File: config.mk
export PLATFORM = sky130hd
export DESIGN_NAME = pwm_unit_zero
export DESIGN_NICKNAME = d
export VERILOG_FILES = /design/src/hw/pwm_unit_zero_pkg.sv /design/src/hw/pwm_unit_zero.sv
export SDC_FILE = /design/constraint.sdc
export NUM_CORES = 1
export LEC_CHECK = 0
export BUFFER_PORTS_ARGS = -buffer_cell sky130_fd_sc_hd__buf_2
export CAP_MARGIN = 30
export CORE_AREA = 4 4 106 108
export DETAILED_ROUTE_END_ITERATION = 10
export DIE_AREA = 0 0 110 112
export PLACE_DENSITY = 0.75
export SLEW_MARGIN = 5
export SYNTH_ARGS = -nofsm -noshare
export SYNTH_HDL_FRONTEND = slang
export SYNTH_SLANG_ARGS = --single-unit
File: constraint.sdc
create_clock -name clk_i -period 9.1 [get_ports clk_i]
set_input_delay 1.365 -clock clk_i [delete_from_list [all_inputs] [get_ports clk_i]]
set_output_delay 1.365 -clock clk_i [all_outputs]
set_load 0.01 [all_outputs]
File: src/hw/pwm_unit_zero_pkg.sv
package pwm_unit_zero_pkg;
    // register indices; byte address is four times the index
    localparam logic [5:0] IDX_CONTROL = 6'h20;
    localparam logic [5:0] IDX_SCALER = 6'h21;
    localparam logic [5:0] IDX_DUTY_HIGH = 6'h22;
    localparam logic [5:0] IDX_DUTY_LOW = 6'h23;
    localparam logic [5:0] IDX_BOUND_HIGH = 6'h24;
    localparam logic [5:0] IDX_BOUND_LOW = 6'h25;
    localparam logic [5:0] IDX_IRQ_STATUS = 6'h30;
    localparam logic [5:0] IDX_IRQ_MASK = 6'h31;
    // control field positions
    localparam int CTL_ENABLE = 7;
    localparam int CTL_OUT_LEVEL = 6;
    localparam int CTL_INVERT = 5;
    localparam int CTL_CLEAR = 4;
    localparam int CTL_PIN_LSB = 1;
    localparam int CTL_SOURCE = 0;
    // scaler field positions
    localparam int SCL_IRQ_MODE = 7;
    localparam int SCL_PRESCALE_LSB = 5;
    localparam int SCL_DIVIDER_LSB = 0;
    // split value field positions
    localparam int BOUND_LOW_LSB = 6;
    localparam int DUTY_LOW_LSB = 5;
    // output pin routing codes
    localparam logic [2:0] PIN_NONE = 3'h0;
    localparam logic [2:0] PIN_B5 = 3'h1;
    localparam logic [2:0] PIN_A0 = 3'h3;
    localparam logic [2:0] PIN_B4 = 3'h4;
    // prescaler terminal counts for divide by 1, 4, 16, 64
    localparam logic [5:0] PRESCALE_TOP_1 = 6'h00;
    localparam logic [5:0] PRESCALE_TOP_4 = 6'h03;
    localparam logic [5:0] PRESCALE_TOP_16 = 6'h0F;
    localparam logic [5:0] PRESCALE_TOP_64 = 6'h3F;
    // reset values
    localparam logic [7:0] RESET_BYTE = 8'h00;
    localparam logic [10:0] RESET_WORD = 11'h000;
    // interrupt status bit
    localparam int IRQ_EVENT = 0;
endpackage

File: src/hw/pwm_unit_zero.sv
// Design decision made here: register access over Wishbone.
`timescale 1ns/100ps
module pwm_unit_zero #(
    parameter int OSC_DOUBLE = 0
) (
    // clock and reset
    input wire logic clk_i,
    input wire logic rst_i,
    // wishbone slave
    input wire logic cyc_i,
    input wire logic stb_i,
    input wire logic we_i,
    input wire logic [7:0] adr_i,
    input wire logic [3:0] sel_i,
    input wire logic [31:0] dat_i,
    output logic [31:0] dat_o,
    output logic ack_o,
    // fast oscillator, asynchronous
    input wire logic osc_i,
    // port pins
    output logic port_b_pin_five_o,
    output logic port_b_pin_five_oe_o,
    output logic port_a_pin_zero_o,
    output logic port_a_pin_zero_oe_o,
    output logic port_b_pin_four_o,
    output logic port_b_pin_four_oe_o,
    // interrupt
    output logic irq_o
);

    // ****************************************
    // parameter check
    // ****************************************
    if (OSC_DOUBLE < 0 || OSC_DOUBLE > 1) begin : g_bad_param
        $error("OSC_DOUBLE must be 0 or 1");
    end

    // ****************************************
    // state
    // ****************************************
    typedef struct packed {
        logic ctl_enable;
        logic ctl_invert;
        logic ctl_clear;
        logic [2:0] ctl_pin;
        logic ctl_source;
        logic irq_mode;
        logic [1:0] prescale_sel;
        logic [4:0] divider;
        logic [9:0] bound;
        logic [2:0] duty_low;
        logic [10:0] duty;
        logic [5:0] prescale_cnt;
        logic [4:0] divide_cnt;
        logic [10:0] cnt;
        logic gen_out;
        logic [2:0] osc_sync;
        logic status;
        logic mask;
        logic irq;
        logic ack;
        logic [7:0] dat;
        logic [2:0] pin_level;
        logic [2:0] pin_oe;
    } state_s;

    state_s st;
    state_s next_st;

    function automatic logic [5:0] prescale_top(input logic [1:0] sel);
        case (sel)
            2'h0: prescale_top = pwm_unit_zero_pkg::PRESCALE_TOP_1;
            2'h1: prescale_top = pwm_unit_zero_pkg::PRESCALE_TOP_4;
            2'h2: prescale_top = pwm_unit_zero_pkg::PRESCALE_TOP_16;
            default: prescale_top = pwm_unit_zero_pkg::PRESCALE_TOP_64;
        endcase
    endfunction

    logic access;
    logic wr;
    logic [5:0] idx;
    logic osc_edge;
    logic src_tick;
    logic prescale_tick;
    logic cnt_tick;
    logic [11:0] full_bound;

    assign idx = adr_i[7:2];
    assign access = cyc_i && stb_i && !st.ack;
    assign wr = access && we_i && sel_i[0];
    assign full_bound = {1'b0, st.bound, 1'b0};

    // ****************************************
    // next state
    // ****************************************
    always_comb begin
        next_st = st;
        // second and third stages feed the edge detector only
        next_st.osc_sync = {st.osc_sync[1:0], osc_i};
        osc_edge = (st.osc_sync[1] && !st.osc_sync[2])
            || (OSC_DOUBLE == 1 && !st.osc_sync[1] && st.osc_sync[2]);
        src_tick = st.ctl_source ? osc_edge : 1'b1;
        prescale_tick = 1'b0;
        cnt_tick = 1'b0;
        if (st.ctl_enable && src_tick) begin
            if (st.prescale_cnt >= prescale_top(st.prescale_sel)) begin
                next_st.prescale_cnt = 6'h00;
                prescale_tick = 1'b1;
            end else begin
                next_st.prescale_cnt = st.prescale_cnt + 6'h01;
            end
        end
        if (prescale_tick) begin
            if (st.divide_cnt >= st.divider) begin
                next_st.divide_cnt = 5'h00;
                cnt_tick = 1'b1;
            end else begin
                next_st.divide_cnt = st.divide_cnt + 5'h01;
            end
        end
        if (st.ctl_clear) begin
            next_st.cnt = pwm_unit_zero_pkg::RESET_WORD;
            next_st.prescale_cnt = 6'h00;
            next_st.divide_cnt = 5'h00;
            next_st.ctl_clear = 1'b0;
        end else if (cnt_tick) begin
            if ({1'b0, st.cnt} >= full_bound) begin
                next_st.cnt = pwm_unit_zero_pkg::RESET_WORD;
            end else begin
                next_st.cnt = st.cnt + 11'h001;
            end
        end
        // bus answer
        next_st.ack = access;
        next_st.dat = pwm_unit_zero_pkg::RESET_BYTE;
        if (access && !we_i) begin
            case (idx)
                pwm_unit_zero_pkg::IDX_CONTROL: begin
                    next_st.dat[pwm_unit_zero_pkg::CTL_OUT_LEVEL] = st.gen_out;
                    next_st.dat[pwm_unit_zero_pkg::CTL_CLEAR] = st.ctl_clear;
                end
                pwm_unit_zero_pkg::IDX_IRQ_STATUS: begin
                    next_st.dat[pwm_unit_zero_pkg::IRQ_EVENT] = st.status;
                end
                pwm_unit_zero_pkg::IDX_IRQ_MASK: begin
                    next_st.dat[pwm_unit_zero_pkg::IRQ_EVENT] = st.mask;
                end
                default: begin
                    next_st.dat = pwm_unit_zero_pkg::RESET_BYTE;
                end
            endcase
        end
        if (wr) begin
            case (idx)
                pwm_unit_zero_pkg::IDX_CONTROL: begin
                    next_st.ctl_enable = dat_i[pwm_unit_zero_pkg::CTL_ENABLE];
                    next_st.ctl_invert = dat_i[pwm_unit_zero_pkg::CTL_INVERT];
                    next_st.ctl_pin = dat_i[pwm_unit_zero_pkg::CTL_PIN_LSB +: 3];
                    next_st.ctl_source = dat_i[pwm_unit_zero_pkg::CTL_SOURCE];
                    if (dat_i[pwm_unit_zero_pkg::CTL_CLEAR]) begin
                        next_st.ctl_clear = 1'b1;
                    end
                end
                pwm_unit_zero_pkg::IDX_SCALER: begin
                    next_st.irq_mode = dat_i[pwm_unit_zero_pkg::SCL_IRQ_MODE];
                    next_st.prescale_sel = dat_i[pwm_unit_zero_pkg::SCL_PRESCALE_LSB +: 2];
                    next_st.divider = dat_i[pwm_unit_zero_pkg::SCL_DIVIDER_LSB +: 5];
                end
                pwm_unit_zero_pkg::IDX_DUTY_HIGH: begin
                    next_st.duty = {dat_i[7:0], st.duty_low};
                end
                pwm_unit_zero_pkg::IDX_DUTY_LOW: begin
                    next_st.duty_low = dat_i[pwm_unit_zero_pkg::DUTY_LOW_LSB +: 3];
                end
                pwm_unit_zero_pkg::IDX_BOUND_HIGH: begin
                    next_st.bound[9:2] = dat_i[7:0];
                end
                pwm_unit_zero_pkg::IDX_BOUND_LOW: begin
                    next_st.bound[1:0] = dat_i[pwm_unit_zero_pkg::BOUND_LOW_LSB +: 2];
                end
                pwm_unit_zero_pkg::IDX_IRQ_STATUS: begin
                    if (dat_i[pwm_unit_zero_pkg::IRQ_EVENT]) begin
                        next_st.status = 1'b0;
                    end
                end
                pwm_unit_zero_pkg::IDX_IRQ_MASK: begin
                    next_st.mask = dat_i[pwm_unit_zero_pkg::IRQ_EVENT];
                end
                default: begin
                    next_st.mask = st.mask;
                end
            endcase
        end
        // event set wins over a clear in the same cycle
        if (cnt_tick && !st.ctl_clear) begin
            if (st.irq_mode ? (next_st.cnt == 11'h000) : (next_st.cnt == st.duty)) begin
                next_st.status = 1'b1;
            end
        end
        next_st.irq = next_st.status && next_st.mask;
        next_st.gen_out = next_st.ctl_enable && (next_st.cnt < next_st.duty);
        next_st.pin_level = {3{next_st.gen_out ^ next_st.ctl_invert}};
        next_st.pin_oe = {next_st.ctl_pin == pwm_unit_zero_pkg::PIN_B4,
            next_st.ctl_pin == pwm_unit_zero_pkg::PIN_A0,
            next_st.ctl_pin == pwm_unit_zero_pkg::PIN_B5};
    end

    always_ff @(posedge clk_i) begin
        if (rst_i) begin
            st <= '0;
        end else begin
            st <= next_st;
        end
    end

    // ****************************************
    // outputs
    // ****************************************
    assign dat_o = {24'h000000, st.dat};
    assign ack_o = st.ack;
    assign irq_o = st.irq;
    assign port_b_pin_five_o = st.pin_level[0];
    assign port_b_pin_five_oe_o = st.pin_oe[0];
    assign port_a_pin_zero_o = st.pin_level[1];
    assign port_a_pin_zero_oe_o = st.pin_oe[1];
    assign port_b_pin_four_o = st.pin_level[2];
    assign port_b_pin_four_oe_o = st.pin_oe[2];
endmodule // pwm_unit_zero

==> flow_summary.yaml <==
die:
  dieHeight_um: 112
  die_area_sq_um: 12300
  floorplan.die.width_um: 110
  io_pins: 90
  floorplan.initialDensity_pct: 43.7
  core-area_sq_um: 10200
  placementRows: 37
global_route:
  grt_start_max_net_pins: 66
  global_route_wire_length_before_repair_um: 17000
  total_routing_usage_gr_pct: 17.3
  grt.overflow.total: 0
  grt_pass1_vias: 3588
  grt_antenna_before_repair: 0
timing:
  timing.setup.tns_ns: 0
  timing.final.crit_period_ns: 4.69
  timing_max_transition_violations_final: 0
  max_slew.worst_pin.slew_ns: 0.922
  timing_hold_violations_final: 0
  timing.final.setup_violations: 0
  whs_ns: 0.435
  fin_skew_ns: 0.0153
  grt_setup_unrepaired: "false"
  fmax_mhz: 213
  slew-limit-headroom_pct: 38.3
  layout_worst_path_cycle_share_pct: 51.6
clock_tree:
  postCtsSetupBuffers: 0
  cts.hold.buffers_added: 0
  tritoncts: "yes"
  cts_repair_resize_count: 0
  number_of_buffers_created_by_cts: 9
  clock_insertion_delay_worst_skew_ns: 0.36
  clkTransAtPathRegs_ns: 0.09
  clkSinkCount: 76
  clock_tree_root: "sky130_fd_sc_hd__clkbuf_8"
  clockBufferDepth: 2
  cts_htree_levels: 3
synth:
  prevailing_post_synth_register_cell: "sky130_fd_sc_hd__dfxtp_1"
  synth_area_sq_um: 4470
  synth_top_area_cell: "sky130_fd_sc_hd__dfxtp_1"
  synth-async-reset-ratio_pct: 0
  synth_sequential_area_ratio_pct: 34.0
  netlist_top_cells_area: "sky130_fd_sc_hd__dfxtp_1 (34%), sky130_fd_sc_hd__ha_1 (8.9%), sky130_fd_sc_hd__mux2i_1 (5.8%)"
  post_synth_inst_count: 525
  flip_flop_and_latch_count_after_synthesis: 76
  yosysTopAreaCellShare_pct: 34.0
  synthesis.area_per_instance_sq_um: 8.52
  synth.yosys.warnings: 0
  synth_edf_count: 0
  synth_cell_type_count: 64
finish:
  drive_gt1_share_pct: 11.8
  multi_input_area_sq_um: 2600
  finish.net_count: 629
  antenna_cells: 0
  final_cell_mix: "sky130_fd_sc_hd__dfxtp_1 (76), sky130_fd_sc_hd__nor2_1 (59), sky130_fd_sc_hd__nand2_1 (41)"
  final-seq-area_sq_um: 1520
  final_common_cell: "sky130_fd_sc_hd__dfxtp_1"
  num-fill-cells: 966
  synthToLayoutAreaGrowth_pct: 6.46
route:
  vias: 3655
  drt.antenna.violating_nets: 0
  drtIter0Drc: 311
  remaining_drc_errors: 0
  total_routed_length_um: 10100
  viasPerCell: 5.31
  wire_per_inst_um: 14.7
  initial_drt_pass_iterations: 5
place:
  routability_driven_placement_congestion_ratio: 0.870
  detailedPlacementHpwl_um: 7510
  io_buffer_count: 31
pwr:
  power.density_cell_area_nw_per_um2: 126
  peakVddDrop_mv: 0.0748
  power_leakage_nw: 2.05
min_path:
  min-delay-path-class: "flip-flop to flip-flop"
status:
  status: "completed"
critical_path:
  crit_path_max_fanout: 14
  cp.arrival_ns: 4.94
  criticalPathCategory: "input port to flip-flop"
  critPathRequiredTime_ns: 9.35
  critPathCaptureType: "flip-flop"
  worst_setup_path_start_kind: "input port"
job:
  max_cap_violations: 0
cells by family (layout without fill, tap and decap cells):
kind of cell	count (synthesis)	after routing	share of synthesized area (%)
compound gates	71	71	10.5
buf+inv	80	79	10.3
xor+xnor	25	25	5.84
other cells	1	29	0.0838
mux	28	28	6.32
flops	76	76	34.0
fa+ha+maj	32	32	8.95
simple gates	212	212	24.0
area by class of cell:
| class | count | area share (%) |
|---|---|---|
| multi-input combinational | 397 | 54.5 |
| clock inverter | 7 | 1.18 |
| inverter | 27 | 2.13 |
| clock buffer | 9 | 2.60 |
| timing repair buffer | 36 | 4.05 |
| sequential | 76 | 31.9 |
| tap | 136 | 3.57 |
cells in the mapped netlist, types with 2 or more instances:
cell type / instances
sky130_fd_sc_hd__nor3_1: 27
sky130_fd_sc_hd__nor2b_1: 9
sky130_fd_sc_hd__a21o_1: 8
sky130_fd_sc_hd__mux2i_1: 26
sky130_fd_sc_hd__a21oi_1: 24
sky130_fd_sc_hd__nor4_1: 6
sky130_fd_sc_hd__or2_2: 2
sky130_fd_sc_hd__xor2_1: 8
sky130_fd_sc_hd__nand4_1: 12
sky130_fd_sc_hd__nor3b_1: 7
sky130_fd_sc_hd__o21ai_0: 9
sky130_fd_sc_hd__xnor2_1: 14
sky130_fd_sc_hd__nand2_1: 41
sky130_fd_sc_hd__buf_4: 34
sky130_fd_sc_hd__clkbuf_1: 15
sky130_fd_sc_hd__or3_1: 4
sky130_fd_sc_hd__nor2_1: 59
sky130_fd_sc_hd__nand4b_1: 2
sky130_fd_sc_hd__ha_1: 32
sky130_fd_sc_hd__o22ai_1: 2
sky130_fd_sc_hd__xnor3_1: 2
sky130_fd_sc_hd__nand3_1: 22
sky130_fd_sc_hd__and2_1: 2
sky130_fd_sc_hd__nor4b_1: 2
sky130_fd_sc_hd__a31oi_1: 6
sky130_fd_sc_hd__mux2_2: 2
sky130_fd_sc_hd__and3_1: 5
sky130_fd_sc_hd__nand2b_1: 3
sky130_fd_sc_hd__dfxtp_1: 76
sky130_fd_sc_hd__a211o_1: 2
sky130_fd_sc_hd__inv_1: 27
sky130_fd_sc_hd__buf_6: 2
sky130_fd_sc_hd__and4_1: 2
worst max-delay path, stage by stage:
cell                       delay [ns]
sky130_fd_sc_hd__buf_2           0.09
sky130_fd_sc_hd__nand2b_1        0.17
sky130_fd_sc_hd__nor3_1          0.14
sky130_fd_sc_hd__buf_4           0.23
sky130_fd_sc_hd__nand2_1         0.09
sky130_fd_sc_hd__or3_1           0.64
sky130_fd_sc_hd__mux2i_1         0.33
sky130_fd_sc_hd__ha_1            0.29
sky130_fd_sc_hd__a21o_1          0.16
sky130_fd_sc_hd__a21o_1          0.18
sky130_fd_sc_hd__a21o_1          0.19
sky130_fd_sc_hd__a21o_1          0.18
sky130_fd_sc_hd__a21oi_1         0.14
sky130_fd_sc_hd__nor2b_1         0.05
sky130_fd_sc_hd__o21ai_0         0.22
sky130_fd_sc_hd__nand3_1         0.17
sky130_fd_sc_hd__mux2_2          0.30
layer usage:
layer / share of wire [%] / wire (um) / vias up / GRT usage (%)
met2: 48 / 4880 / 120 / 28.2
li1: - / - / 1829 / -
met4: 2.9 / 296 / 0 / 8.40
met3: 6.9 / 695 / 17 / 4.99
met1: 42 / 4220 / 1689 / 20.7
met5: 0 / 0 / - / 0
where the power goes:
| group | leakage (nW) | switching, mW | internal [mW] |
|---|---|---|---|
| combinational | 1.35 | 0.0200 | 0.00619 |
| clock | 0.0910 | 0.139 | 0.103 |
| sequential | 0.612 | 0.000371 | 0.333 |
| total | 2.05 | 0.159 | 0.442 |
through the flow:
step	utilization, %	worst slack (ns)	total power, mW	std cells	instance area (sq um)
final	46.6	4.41	0.601	688	4760
after global routing	46.6	4.25	0.622	688	4760
after CTS	46.6	4.40	0.606	688	4760
after detailed placement	44.8	4.02	0.367	672	4580
after global placement	44.8	4.13	0.367	672	4580
after floorplan	-	4.59	0.364	553	4580
sequential cells by signal (all words and copies together), names as in the netlist:
name / flops
port_b_pin_five_o: 1
port_b_pin_four_oe_o: 1
port_a_pin_zero_oe_o: 1
port_b_pin_five_oe_o: 1
st: 55
dat_o: 3
ack_o: 1
next_st: 2
irq_o: 1
full_bound: 10
path summary, 6_finish.rpt:
kind              startpoint                 to  slack (ns)  cells after the start
setup reg to reg      st[74]  port_b_pin_five_o        4.86                     19
hold reg to reg       st[21]           dat_o[6]        0.43                      1
setup / recovery    adr_i[5]  port_b_pin_five_o        4.41                     17
hold / removal        st[21]           dat_o[6]        0.43                      1
No activity file was read; power rests on OpenSTA's default activity.
